<file path="config.mk">
export PLATFORM = sky130hd
export DESIGN_NAME = sdram_bank_legality
export DESIGN_NICKNAME = d
export VERILOG_FILES = /design/src/sdram_bank_pkg.sv /design/src/sdram_bank_fsm.sv /design/src/sdram_bank_legality.sv
export VERILOG_INCLUDE_DIRS = /design/src
export SDC_FILE = /design/constraint.sdc
export NUM_CORES = 1
export LEC_CHECK = 0
export BUFFER_PORTS_ARGS = -buffer_cell sky130_fd_sc_hd__buf_2
export CAP_MARGIN = 20
export CORE_UTILIZATION = 57
export CTS_CLUSTER_SIZE = 8
export DETAILED_ROUTE_END_ITERATION = 12
export PLACE_DENSITY = 0.77
export SYNTH_ARGS = -nofsm -noshare
export SYNTH_HDL_FRONTEND = slang
export SYNTH_SLANG_ARGS = --single-unit
</file>
<file path="constraint.sdc">
create_clock -name CLOCK -period 2.5 [get_ports CLOCK]
set_input_delay 0.75 -clock CLOCK [delete_from_list [all_inputs] [get_ports CLOCK]]
set_output_delay 0.75 -clock CLOCK [all_outputs]
set_load 0.05 [all_outputs]
</file>
<file path="src/sdram_bank_map.svh">
// Constants for the bank command legality block: command codes, timings, field positions.
// Assumes a 10 MHz core clock; times are given in ns and turned into cycle counts.
`ifndef SDRAM_BANK_MAP_SVH
`define SDRAM_BANK_MAP_SVH

`define CLK_PERIOD_NS        100
`define PRECHARGE_PERIOD_NS  20
`define WRITE_RECOVERY_NS    15
`define ROW_TO_COLUMN_NS     20
`define SELF_REF_EXIT_NS     120
// Least times round up, at least one cycle
`define CYC_UP(ns)           (((ns) + `CLK_PERIOD_NS - 1) / `CLK_PERIOD_NS)
`define PRECHARGE_CYC        `CYC_UP(`PRECHARGE_PERIOD_NS)
`define WRITE_RECOVERY_CYC   `CYC_UP(`WRITE_RECOVERY_NS)
`define ROW_TO_COLUMN_CYC    `CYC_UP(`ROW_TO_COLUMN_NS)
`define SELF_REF_EXIT_CYC    `CYC_UP(`SELF_REF_EXIT_NS)

// Command strobe codes {ras_n, cas_n, we_n}
`define CMD_NOP        3'h7
`define CMD_ACTIVE     3'h3
`define CMD_READ       3'h5
`define CMD_WRITE      3'h4
`define CMD_BTERM      3'h6
`define CMD_PRECHARGE  3'h2
`define CMD_REFRESH    3'h1
`define CMD_LOADMODE   3'h0

// Address bit that carries auto precharge / all-bank precharge
`define AP_BIT         10
`define TIMER_W        4
`define NUM_BANKS      4
`define DEFAULT_CL     2
`define DEFAULT_BL     4

`endif

</file>
<file path="src/sdram_bank_pkg.sv">
// Types shared by the bank command legality block.
// Assumes sdram_bank_map.svh supplies the numeric constants.
package sdram_bank_pkg;

   typedef enum logic [3:0] {
      BANK_IDLE,
      BANK_ACTIVATING,
      BANK_ACTIVE,
      BANK_READ,
      BANK_WRITE,
      BANK_READ_AP,
      BANK_WRITE_AP,
      BANK_PRECHARGING
   } bank_state_e;

   typedef enum logic [2:0] {
      OP_NONE,
      OP_ACTIVE,
      OP_READ,
      OP_WRITE,
      OP_BTERM,
      OP_PRECHARGE,
      OP_ALL_BANK
   } op_e;

   typedef struct packed {
      logic       cs_n;
      logic       ras_n;
      logic       cas_n;
      logic       we_n;
      logic [1:0] bank;
      logic       ap;
   } cmd_s;

   typedef struct packed {
      op_e        op;
      logic [1:0] bank;
      logic       ap;
      logic       precharge_all;
   } decoded_s;

endpackage : sdram_bank_pkg

</file>
<file path="src/sdram_bank_fsm.sv">
// One bank's state machine: activation, bursts, auto precharge and precharge timing.
// Assumes the decoded command and interrupt flags come from the same clock domain.
`timescale 1ns/1ps
`include "sdram_bank_map.svh"

module sdram_bank_fsm #(
   parameter int BL = `DEFAULT_BL
) (
   input  wire logic                       clk,
   input  wire logic                       rstn,
   input  wire logic                       enable,
   input  wire sdram_bank_pkg::decoded_s   cmd,
   input  wire logic                       cmd_valid,
   input  wire logic                       is_mine,
   input  wire logic                       other_burst,
   input  wire logic                       stop_burst,
   output sdram_bank_pkg::bank_state_e     state,
   output logic                            burst_active
);
   logic [`TIMER_W-1:0] timer;
   logic [7:0]          beats;
   logic                ap_pending;

   initial begin
      if (BL < 1 || BL > 255) $error("sdram_bank_fsm: BL out of range");
   end

   assign burst_active = (state == sdram_bank_pkg::BANK_READ) || (state == sdram_bank_pkg::BANK_WRITE)
                      || (((state == sdram_bank_pkg::BANK_READ_AP) || (state == sdram_bank_pkg::BANK_WRITE_AP))
                          && !ap_pending);

   always_ff @(posedge clk or negedge rstn) begin
      if (!rstn) begin
         state      <= sdram_bank_pkg::BANK_IDLE;
         timer      <= '0;
         beats      <= '0;
         ap_pending <= 1'b0;
      end else if (enable) begin
         if (timer != '0)
            timer <= timer - 1'b1;
         if (beats != '0)
            beats <= beats - 8'h01;
         case (state)
            sdram_bank_pkg::BANK_IDLE: begin
               if (cmd_valid && is_mine && cmd.op == sdram_bank_pkg::OP_ACTIVE) begin
                  state <= sdram_bank_pkg::BANK_ACTIVATING;
                  timer <= `TIMER_W'(`ROW_TO_COLUMN_CYC - 1);
               end
            end
            sdram_bank_pkg::BANK_ACTIVATING: begin
               if (timer == '0)
                  state <= sdram_bank_pkg::BANK_ACTIVE;
            end
            sdram_bank_pkg::BANK_PRECHARGING: begin
               if (timer == '0)
                  state <= sdram_bank_pkg::BANK_IDLE;
            end
            sdram_bank_pkg::BANK_READ_AP, sdram_bank_pkg::BANK_WRITE_AP: begin
               if (ap_pending) begin
                  if (timer == '0) begin
                     state      <= sdram_bank_pkg::BANK_PRECHARGING;
                     timer      <= `TIMER_W'(`PRECHARGE_CYC - 1);
                     ap_pending <= 1'b0;
                  end
               end else if (other_burst || stop_burst || beats == 8'h01) begin
                  // Concurrent auto precharge once the burst is cut or ends
                  ap_pending <= 1'b1;
                  if (state == sdram_bank_pkg::BANK_WRITE_AP)
                     timer <= `TIMER_W'(`WRITE_RECOVERY_CYC - 1);
                  else begin
                     state      <= sdram_bank_pkg::BANK_PRECHARGING;
                     timer      <= `TIMER_W'(`PRECHARGE_CYC - 1);
                     ap_pending <= 1'b0;
                  end
               end
            end
            default: begin
               // Active, read or write without auto precharge
               if (cmd_valid && is_mine && cmd.op == sdram_bank_pkg::OP_PRECHARGE) begin
                  state <= sdram_bank_pkg::BANK_PRECHARGING;
                  timer <= `TIMER_W'(`PRECHARGE_CYC - 1);
               end else if (cmd_valid && is_mine
                            && (cmd.op == sdram_bank_pkg::OP_READ || cmd.op == sdram_bank_pkg::OP_WRITE)) begin
                  // New column restarts the burst
                  beats <= 8'(BL);
                  if (cmd.op == sdram_bank_pkg::OP_READ)
                     state <= cmd.ap ? sdram_bank_pkg::BANK_READ_AP : sdram_bank_pkg::BANK_READ;
                  else
                     state <= cmd.ap ? sdram_bank_pkg::BANK_WRITE_AP : sdram_bank_pkg::BANK_WRITE;
               end else if ((state == sdram_bank_pkg::BANK_READ || state == sdram_bank_pkg::BANK_WRITE)
                            && (other_burst || stop_burst || beats == 8'h01)) begin
                  state <= sdram_bank_pkg::BANK_ACTIVE;
               end
            end
         endcase
      end
   end
endmodule : sdram_bank_fsm

</file>
<file path="src/sdram_bank_legality.sv">
// Top of the bank command legality block: samples command pins, tracks banks,
// flags illegal commands and reports data bus ownership.
// Assumes pins come from outside the clock domain and are resynchronised here.
`timescale 1ns/1ps
`include "sdram_bank_map.svh"

module sdram_bank_legality #(
   parameter int NBANK = `NUM_BANKS,
   parameter int CL    = `DEFAULT_CL,
   parameter int BL    = `DEFAULT_BL
) (
   input  wire logic        CLOCK,
   input  wire logic        RSTN,
   input  wire logic        CS_N,
   input  wire logic        RAS_N,
   input  wire logic        CAS_N,
   input  wire logic        WE_N,
   input  wire logic        CKE,
   input  wire logic [1:0]  BANK_ADDR,
   input  wire logic        AUTO_PRECHARGE,
   input  wire logic        DATA_MASK,
   input  wire logic        SELF_REFRESH_EXIT,
   output logic             ILLEGAL_CMD,
   output logic             READ_DATA_DRIVE,
   output logic             WRITE_DATA_TAKE,
   output logic [1:0]       DATA_BANK,
   output logic [3:0]       BANK_IDLE
);

   initial begin
      if (NBANK != 4) $error("sdram_bank_legality: only four banks supported");
      if (CL < 1 || CL > 8) $error("sdram_bank_legality: CL out of range");
   end

   // Two-stage synchronisers for pin inputs
   sdram_bank_pkg::cmd_s   cmd_meta;
   sdram_bank_pkg::cmd_s   cmd_pin;
   logic [2:0]             lvl_meta;
   logic [2:0]             lvl_pin;
   logic                   cke_prev;

   always_ff @(posedge CLOCK or negedge RSTN) begin
      if (!RSTN) begin
         cmd_meta <= '{cs_n: 1'b1, ras_n: 1'b1, cas_n: 1'b1, we_n: 1'b1, bank: 2'h0, ap: 1'b0};
         cmd_pin  <= '{cs_n: 1'b1, ras_n: 1'b1, cas_n: 1'b1, we_n: 1'b1, bank: 2'h0, ap: 1'b0};
         lvl_meta <= 3'h0;
         lvl_pin  <= 3'h0;
      end else begin
         cmd_meta <= '{cs_n: CS_N, ras_n: RAS_N, cas_n: CAS_N, we_n: WE_N, bank: BANK_ADDR, ap: AUTO_PRECHARGE};
         cmd_pin  <= cmd_meta;
         lvl_meta <= {CKE, DATA_MASK, SELF_REFRESH_EXIT};
         lvl_pin  <= lvl_meta;
      end
   end

   wire cke_now  = lvl_pin[2];
   wire mask_now = lvl_pin[1];
   wire sr_exit  = lvl_pin[0];

   always_ff @(posedge CLOCK or negedge RSTN) begin
      if (!RSTN)
         cke_prev <= 1'b0;
      else
         cke_prev <= cke_now;
   end

   // Self-refresh exit wait
   logic [7:0] xsr_count;
   always_ff @(posedge CLOCK or negedge RSTN) begin
      if (!RSTN)
         xsr_count <= 8'h00;
      else if (sr_exit)
         xsr_count <= 8'(`SELF_REF_EXIT_CYC);
      else if (xsr_count != 8'h00)
         xsr_count <= xsr_count - 8'h01;
   end

   wire rules_on = cke_prev && cke_now && (xsr_count == 8'h00);

   // Command decode
   sdram_bank_pkg::decoded_s dec;
   logic                     dec_valid;
   always_comb begin
      dec.bank          = cmd_pin.bank;
      dec.ap            = cmd_pin.ap;
      dec.precharge_all = 1'b0;
      dec.op            = sdram_bank_pkg::OP_NONE;
      dec_valid         = 1'b0;
      if (!cmd_pin.cs_n && rules_on) begin
         dec_valid = 1'b1;
         case ({cmd_pin.ras_n, cmd_pin.cas_n, cmd_pin.we_n})
            `CMD_ACTIVE:    dec.op = sdram_bank_pkg::OP_ACTIVE;
            `CMD_READ:      dec.op = sdram_bank_pkg::OP_READ;
            `CMD_WRITE:     dec.op = sdram_bank_pkg::OP_WRITE;
            `CMD_BTERM:     dec.op = sdram_bank_pkg::OP_BTERM;
            `CMD_PRECHARGE: begin
               dec.op            = sdram_bank_pkg::OP_PRECHARGE;
               dec.precharge_all = cmd_pin.ap;
            end
            `CMD_REFRESH, `CMD_LOADMODE: dec.op = sdram_bank_pkg::OP_ALL_BANK;
            default:        dec.op = sdram_bank_pkg::OP_NONE;
         endcase
      end
   end

   wire is_burst = dec_valid && (dec.op == sdram_bank_pkg::OP_READ || dec.op == sdram_bank_pkg::OP_WRITE);

   // Most recent burst owner, for burst terminate
   logic [1:0] last_bank;
   logic       last_is_read;
   always_ff @(posedge CLOCK or negedge RSTN) begin
      if (!RSTN) begin
         last_bank    <= 2'h0;
         last_is_read <= 1'b0;
      end else if (is_burst) begin
         last_bank    <= dec.bank;
         last_is_read <= (dec.op == sdram_bank_pkg::OP_READ);
      end
   end

   sdram_bank_pkg::bank_state_e bstate [4];
   logic [3:0]                  bursting;

   for (genvar b = 0; b < 4; b++) begin : g_bank
      wire mine        = (dec.bank == 2'(b)) || (dec.op == sdram_bank_pkg::OP_PRECHARGE && dec.precharge_all);
      // Another bank's burst cuts this one; precharge to others does not
      wire other_burst = is_burst && (dec.bank != 2'(b));
      wire stop        = dec_valid && dec.op == sdram_bank_pkg::OP_BTERM && last_bank == 2'(b);
      sdram_bank_fsm #(
         .BL (BL)
      ) u_fsm (
         .clk          (CLOCK),
         .rstn         (RSTN),
         .enable       (cke_now),
         .cmd          (dec),
         .cmd_valid    (dec_valid),
         .is_mine      (mine),
         .other_burst  (other_burst),
         .stop_burst   (stop),
         .state        (bstate[b]),
         .burst_active (bursting[b])
      );
   end

   // Legality check against the addressed bank; all banks for refresh and load mode, the last burst bank for burst terminate
   logic all_idle;
   logic legal;
   sdram_bank_pkg::bank_state_e tgt;
   always_comb begin
      all_idle = 1'b1;
      for (int i = 0; i < 4; i++) begin
         if (bstate[i] != sdram_bank_pkg::BANK_IDLE)
            all_idle = 1'b0;
      end
      tgt   = bstate[dec.bank];
      legal = 1'b1;
      case (dec.op)
         sdram_bank_pkg::OP_ALL_BANK:
            legal = all_idle;
         sdram_bank_pkg::OP_ACTIVE:
            legal = (tgt == sdram_bank_pkg::BANK_IDLE);
         sdram_bank_pkg::OP_READ, sdram_bank_pkg::OP_WRITE:
            legal = (tgt == sdram_bank_pkg::BANK_ACTIVE) || (tgt == sdram_bank_pkg::BANK_READ)
                 || (tgt == sdram_bank_pkg::BANK_WRITE);
         sdram_bank_pkg::OP_PRECHARGE:
            legal = dec.precharge_all
                 || !(tgt == sdram_bank_pkg::BANK_ACTIVATING || tgt == sdram_bank_pkg::BANK_READ_AP
                      || tgt == sdram_bank_pkg::BANK_WRITE_AP);
         sdram_bank_pkg::OP_BTERM:
            legal = bursting[last_bank];
         default:
            legal = 1'b1;
      endcase
   end

   always_ff @(posedge CLOCK or negedge RSTN) begin
      if (!RSTN)
         ILLEGAL_CMD <= 1'b0;
      else
         ILLEGAL_CMD <= dec_valid && !legal;
   end

   // Read data pipeline, eight deep, tapped at the column latency
   logic [7:0] rd_pipe;
   logic [1:0] rd_bank_pipe [8];
   logic [7:0] rd_beats;
   logic [1:0] rd_bank;
   logic       rd_go;
   logic       wr_go;
   logic [7:0] wr_beats;
   logic [1:0] wr_bank;

   assign rd_go = dec_valid && legal && dec.op == sdram_bank_pkg::OP_READ;
   assign wr_go = dec_valid && legal && dec.op == sdram_bank_pkg::OP_WRITE;
   wire   term  = dec_valid && dec.op == sdram_bank_pkg::OP_BTERM;
   // Precharge to the bank of the latest burst truncates its data
   wire   pre_cut = dec_valid && legal && dec.op == sdram_bank_pkg::OP_PRECHARGE
                    && (dec.precharge_all || dec.bank == last_bank);

   always_ff @(posedge CLOCK or negedge RSTN) begin
      if (!RSTN) begin
         rd_pipe <= 8'h00;
         for (int i = 0; i < 8; i++)
            rd_bank_pipe[i] <= 2'h0;
      end else begin
         rd_pipe         <= {rd_pipe[6:0], rd_go};
         rd_bank_pipe[0] <= dec.bank;
         for (int i = 1; i < 8; i++)
            rd_bank_pipe[i] <= rd_bank_pipe[i-1];
      end
   end

   wire rd_arrive = rd_pipe[CL-1];

   // Read drive counter: a new read takes the bus CL later
   always_ff @(posedge CLOCK or negedge RSTN) begin
      if (!RSTN) begin
         rd_beats <= 8'h00;
         rd_bank  <= 2'h0;
      end else if (wr_go) begin
         rd_beats <= 8'h00;
      end else if (rd_arrive) begin
         rd_beats <= 8'(BL);
         rd_bank  <= rd_bank_pipe[CL-1];
      end else if ((term || pre_cut) && last_is_read) begin
         rd_beats <= 8'h00;
      end else if (rd_beats != 8'h00) begin
         rd_beats <= rd_beats - 8'h01;
      end
   end

   // Write data acceptance: cut at once by any new command burst
   always_ff @(posedge CLOCK or negedge RSTN) begin
      if (!RSTN)
         wr_beats <= 8'h00;
      else if (wr_go)
         wr_beats <= 8'(BL - 1);
      else if (rd_go || ((term || pre_cut) && !last_is_read))
         wr_beats <= 8'h00;
      else if (wr_beats != 8'h00)
         wr_beats <= wr_beats - 8'h01;
   end

   // Bank of the write burst that owns the bus
   always_ff @(posedge CLOCK or negedge RSTN) begin
      if (!RSTN)
         wr_bank <= 2'h0;
      else if (wr_go)
         wr_bank <= dec.bank;
   end

   always_ff @(posedge CLOCK or negedge RSTN) begin
      if (!RSTN) begin
         READ_DATA_DRIVE <= 1'b0;
         WRITE_DATA_TAKE <= 1'b0;
         DATA_BANK       <= 2'h0;
      end else begin
         READ_DATA_DRIVE <= (rd_arrive || (rd_beats > 8'h01)) && !wr_go && !mask_now;
         WRITE_DATA_TAKE <= (wr_go || wr_beats != 8'h00) && !rd_go && !mask_now;
         DATA_BANK       <= wr_go ? dec.bank
                          : (rd_arrive ? rd_bank_pipe[CL-1] : ((wr_beats != 8'h00) ? wr_bank : rd_bank));
      end
   end

   always_ff @(posedge CLOCK or negedge RSTN) begin
      if (!RSTN)
         BANK_IDLE <= 4'hf;
      else
         for (int i = 0; i < 4; i++)
            BANK_IDLE[i] <= (bstate[i] == sdram_bank_pkg::BANK_IDLE);
   end

endmodule : sdram_bank_legality

</file>
# Yosys cells after proc, flatten, opt, wreduce, memory -nomap -nowiden
# Index checks and enable logic that the tools add are counted.
# classes
n_reduce_logical	155
n_eq_ne	80
n_mux	134
n_bitwise	2
add_sub_neg	11
n_lt_le_gt_ge	3
# ops
cell	count
$mux 4	67
$mux 8	25
$eq 4x3->1 const B	19
$pmux 4 s4	4
$reduce_bool 8->1	7
$sub 8x1->8 const B	7
$logic_and 1x1->1	50
$pmux 4 s3	4
$logic_not 4->1	9
$reduce_bool 4->1	9
$logic_or 1x1->1	35
$eq 8x1->1 const B	4
$reduce_and 8->1	4
$reduce_bool 7->1	4
$ne 2x1->1 const B	13
$eq 4x2->1 const B	6
$mux 1	24
$eq 4x1->1 const B	5
$reduce_or 2->1	10
$reduce_or 5->1	4
$eq 3x3->1 const B	6
$pmux 3 s6	1
$sub 4x1->4 const B	4
$eq 3x2->1 const B	4
other kinds (25)	60
# totals
inputBits	12
ff_bits	135
wordCells	431
out_inout_bits	9

# Longest topological paths before layout
# logic_depth
ltp_word	18
mapped_depth	13
ltp_nobuf	13

# Cells and area by module
# Synthesis repeated with hierarchy kept, for this count alone.
# unflattened
hier_cells	891
hier_area_um2	8269.2
# modules_own_cells
mod	cells_each	seq_area_each_um2	n_inst	area_per_inst_um2
sdram_bank_legality	287	1691.6	1	3116.7
sdram_bank_fsm (g_bank[0].u_fsm)	166	400.4	1	1368.8
sdram_bank_fsm (g_bank[1].u_fsm)	155	400.4	1	1271.2
sdram_bank_fsm (g_bank[2].u_fsm)	142	400.4	1	1270.0
sdram_bank_fsm (g_bank[3].u_fsm)	141	400.4	1	1242.4

# Least setup slack after synthesis
# OpenSTA, ideal clock, no wires.
# synth_path
path_kind	register to register
startpoint	register xsr_count[0]
endpoint	register g_bank[1].u_fsm.state[0]
path_stages_with_launch	10
required_time_ns	2.375
setup_slack_ns	-0.110
synth_period_minus_slack_ns	2.610
setup_time_ns	0.125
path_buffers	0
t_arrival_ns	2.485
cell_sequence	dfrtp_1 inv_1 ha_1 nor3b_2 nand4_1 nor2_1 nor4_1 or4b_4 a21oi_4 mux2_4
# synth_via
elab_chain_len	13
word_cells_on_any_way	33
classes_between	7 x eq/ne; 7 x mux; 19 x reduce/logical
# synth_rtl
element	line	rtl
start: declaration	sdram_bank_legality.sv:68	logic [7:0] xsr_count;
start signal: assignment	sdram_bank_legality.sv:73	xsr_count <= 8'(`SELF_REF_EXIT_CYC);
start signal: assignment	sdram_bank_legality.sv:75	xsr_count <= xsr_count - 8'h01;
$logic_not 8->1 (*)	sdram_bank_legality.sv:78	wire rules_on = cke_prev && cke_now && (xsr_count == 8'h00);
$logic_and 1x1->1 (*)	sdram_bank_legality.sv:78	
$logic_and 1x1->1 (*)	sdram_bank_legality.sv:89	if (!cmd_pin.cs_n && rules_on) begin
$mux 3	sdram_bank_legality.sv:89	
$eq 3x2->1 (on tied branches)	sdram_bank_fsm.sv:83, sdram_bank_fsm.sv:86, sdram_bank_legality.sv:106	
$logic_or 1x1->1	sdram_bank_fsm.sv:83, sdram_bank_legality.sv:106	
$logic_and 1x1->1	sdram_bank_legality.sv:106	wire is_burst = dec_valid && (dec.op == sdram_bank_pkg::OP_READ || dec.op == sdram_bank_pkg::OP_WRITE);
$logic_and 1x1->1	sdram_bank_legality.sv:127	wire other_burst = is_burst && (dec.bank != 2'(b));
$logic_or 1x1->1 (2 in a row)	sdram_bank_fsm.sv:65, sdram_bank_fsm.sv:91	
$logic_and 1x1->1	sdram_bank_fsm.sv:91	&& (other_burst || stop_burst || beats == 8'h01)) begin
$reduce_bool 7->1 (no source line)	-	
$reduce_and 8->1 (no source line)	-	
end signal: assignment	sdram_bank_fsm.sv:71	state <= sdram_bank_pkg::BANK_PRECHARGING;
end signal: assignment	sdram_bank_fsm.sv:89	state <= cmd.ap ? sdram_bank_pkg::BANK_WRITE_AP : sdram_bank_pkg::BANK_WRITE;
end signal: assignment	sdram_bank_fsm.sv:92	state <= sdram_bank_pkg::BANK_ACTIVE;
end: declaration	sdram_bank_fsm.sv:17	output sdram_bank_pkg::bank_state_e state,
# Mark *: on every way between the ends. The rest lies on a longest branch, timed or not.
# A chain may end at the register's enable or synchronous reset.

# Worst setup path in the final report
# layout_path
startpoint	register xsr_count[2]
endpoint	register g_bank[1].u_fsm.state[2]
# The elaborated chain is that of the path after synthesis.

==> flow_metrics.env <==
export IMPL_rsz0062_at_grt="yes"
export IMPL_start_util_pct=58.6
export IMPL_ios=21
export IMPL_gr_usage_all_layers_pct=31.4
export IMPL_layout_common_cells="dfrtp_1, buf_4, nand2_1, nor2_1, o21ai_0"
export IMPL_synth_cells=876
export IMPL_syn2layout_area_growth_pct=24.3
export IMPL_syn_nets=911
export IMPL_worst_path_buf_inv=1
export IMPL_power_density_nw_per_um2=1150
export IMPL_critPathLaunchType="flop"
export IMPL_fin_worst_skew_ps=11.2
export IMPL_coreArea_um2=13300
export IMPL_wl_met3_um=1360
export IMPL_max_stage_delay_ps=490
export IMPL_fmax_ghz=0.395
export IMPL_fin_crit_sh_pct=101
export IMPL_first_pass_iters=6
export IMPL_ff2ff_setup_slack_ps=-30
export IMPL_worstSetupPathType="reg -> reg"
export IMPL_p_sw_share_pct=40.9
export IMPL_grt_pass1_vias=7123
export IMPL_syn_area_um2=7790
export IMPL_gp_congestion=0.983
export IMPL_seq_power_share_pct=30.8
export IMPL_synthFlopType="dfrtp_1"
export IMPL_hp_class="in -> async"
export IMPL_cts_tree="built"
export IMPL_violations="setup timing"
export IMPL_vias=7306
export IMPL_synth_largest_area_cell="dfrtp_1"
export IMPL_reg2reg_depth=7
export IMPL_finalHoldViolCount=0
export IMPL_synth_edf_count=0
export IMPL_arrival_ps=2850
export IMPL_timing_rr_start="xsr_count[2]"
export IMPL_first_iter_violations=719
export IMPL_worstSkewPairLatency_ps=430
export IMPL_required_ps=2810
export IMPL_row_count=42
export IMPL_placed_cell_area_um2=8540
export IMPL_routed_wl_met2_um=10700
export IMPL_grt_pass1_wl_um=35100
export IMPL_yosys_top_cells_area="dfrtp_1, o21ai_0, nor2_1"
export IMPL_vias_per_cell=6.26
export IMPL_final_util_pct=72.8
export IMPL_worstMarginPinSlew_ps=609
export IMPL_die_area_um2=14100
export IMPL_routedWlPerCell_um=18.7
export IMPL_power_leakage_nw=4.23
export IMPL_antenna_found_initial=0
export IMPL_avgSynthCellArea_um2=8.90
export IMPL_clock_path_buffers=2
export IMPL_ys_seq_area_share_pct=42.3
export IMPL_dp_cells=1106
export IMPL_met1_length_um=9050
export IMPL_final_net_count=1013
export IMPL_post_cts_hold_buffer_count=0
export IMPL_crit_path_end_kind="flop"
export IMPL_clockPowerShare_pct=22.7
export IMPL_grt_max_degree=55
export IMPL_yosys_warnings=0
export IMPL_wl_um=21800
export IMPL_crit_family="simple AND/OR/NAND/NOR gates"
export IMPL_cap_violations=0
export IMPL_relSlewSlack_pct=59.1
export IMPL_slew_violations=0
export IMPL_design_area_um2=9680
export IMPL_layout_setup_ws_ps=-32.0
export IMPL_slowest_stage="or4b_4"
export IMPL_dp_hpwl_um=14500
export IMPL_power_net_switching_mw=4.54
export IMPL_synthArstFlopShare_pct=100
export IMPL_setup_viol=2
export IMPL_combPwrFrac_pct=46.5
export IMPL_stdcell_count=1167
export IMPL_worstPathCellList="nor4_4, buf_4, nand4_1, o21ai_1, or4b_4, a21oi_4, mux2_4"
export IMPL_numCtsBuffers=17
export IMPL_gr_total_overflow=0
export IMPL_portBuffers=20
export IMPL_drive_above_1_share_pct=27.0
export IMPL_die_height_um=119
export IMPL_top_layer="met4"
export IMPL_diodes=0
export IMPL_r2r_end="g_bank[1].u_fsm.state[2]"
export IMPL_clkTransAtPathRegs_ps=60
export IMPL_yosysTopAreaCellShare_pct=38.2
export IMPL_cts_sinks=131
export IMPL_path_max_fanout=6
export IMPL_status="finished with violations"
export IMPL_final_common_cell="dfrtp_1"
export IMPL_min_period_ps=2530
export IMPL_htree_levels=4
export IMPL_ant_nets=0
export IMPL_die_x_um=119
export IMPL_ys_types=86
export IMPL_whs_ps=283
export IMPL_synth_seq_cells=131
export IMPL_ir_worst_vdd_uv=750
export IMPL_drc=0
export IMPL_intPower_mw=6.56
export IMPL_cts_root_buf="clkbuf_16"
per-layer routing:
layer | vias up | global-route usage, %
li1 | 3382 | -
met1 | 3555 | 40.2
met2 | 301 | 52.2
met3 | 68 | 5.60
met4 | 0 | 13.6
met5 | - | 0
how the worst max path moves through the flow:
stage	from	slack [ps]	endpoint	cells after the start
4_1_cts	xsr_count[2]	-6	g_bank[2].u_fsm.beats[6]	10
6_report	xsr_count[2]	-30	g_bank[1].u_fsm.state[2]	7
3_5_place_dp	cmd_pin[4]	-220	g_bank[3].u_fsm.state[0]	9
5_1_grt	xsr_count[0]	-130	g_bank[1].u_fsm.state[2]	10
2_1_floorplan	cmd_pin[1]	-5	rd_bank[0]	8
3_3_place_gp	cmd_pin[4]	-100	g_bank[3].u_fsm.state[0]	9
kinds of logic after synthesis:
| logic type | Yosys count | synth area share [%] |
|---|---|---|
| buf+inv | 93 | 5.22 |
| compound gates | 238 | 20.0 |
| simple gates | 348 | 23.1 |
| mux | 14 | 2.44 |
| xor+xnor | 29 | 3.26 |
| fa+ha+maj | 23 | 3.69 |
| flops | 131 | 42.3 |
power groups by stage:
stage	registers, mW	logic [mW]	clock network (mW)
global placement	3.37	4.29	0
global route	3.50	5.67	2.65
finish	3.42	5.16	2.52
detailed placement	3.41	4.51	0
CTS	3.39	4.74	2.55
floorplan	3.38	3.23	0
sequential cells by signal, indices dropped and copies added, names as in the netlist, 2 cells and up:
register,count
g_bank.u_fsm.beats,32
g_bank.u_fsm.timer,16
g_bank.u_fsm.state,12
rd_beats,8
wr_beats,8
xsr_count,8
cmd_meta,7
cmd_pin,7
BANK_IDLE,4
g_bank.u_fsm.ap_pending,4
rd_bank_pipe,4
lvl_meta,3
lvl_pin,3
DATA_BANK,2
last_bank,2
rd_bank,2
rd_pipe,2
wr_bank,2
through the flow:
step | total power [mW] | setup WS (ps) | setup TNS (ps)
2_1_floorplan | 6.61 | -5.24 | -10.5
3_3_place_gp | 7.65 | -100 | -388
3_5_place_dp | 7.92 | -216 | -2220
4_1_cts | 10.7 | -5.69 | -5.69
5_1_grt | 11.8 | -126 | -1330
6_report | 11.1 | -32.0 | -62.9
synthesized netlist by cell type, types with 11 or more instances:
master    count
a21oi_1      41
a31oi_1      14
clkbuf_1     30
dfrtp_1     119
dfstp_2      12
ha_1         23
inv_1        42
nand2_1      88
nand2b_1     11
nand3_1      26
nand4_1      12
nor2_1       90
nor3_1       35
o21ai_0      81
o31ai_1      13
or3_1        13
xnor2_1      14
xor2_1       15
what timing repair did:
item	4_1_cts	5_1_grt
gates resized for setup	12	70
hold endpoints to repair	0	0
pin swaps	10	20
setup buffers	12	17
setup endpoints to repair	33	61
final cells by class:
class	instances	area, um^2
multi-input cells	652	4400
repair buffers	134	1010
fillers	939	3610
flip-flops and latches	131	3300
clock buffers	19	453
well taps	176	220
clock inverters	13	149
inverters	42	158
Note: power is estimated with default switching activity, not from simulation.
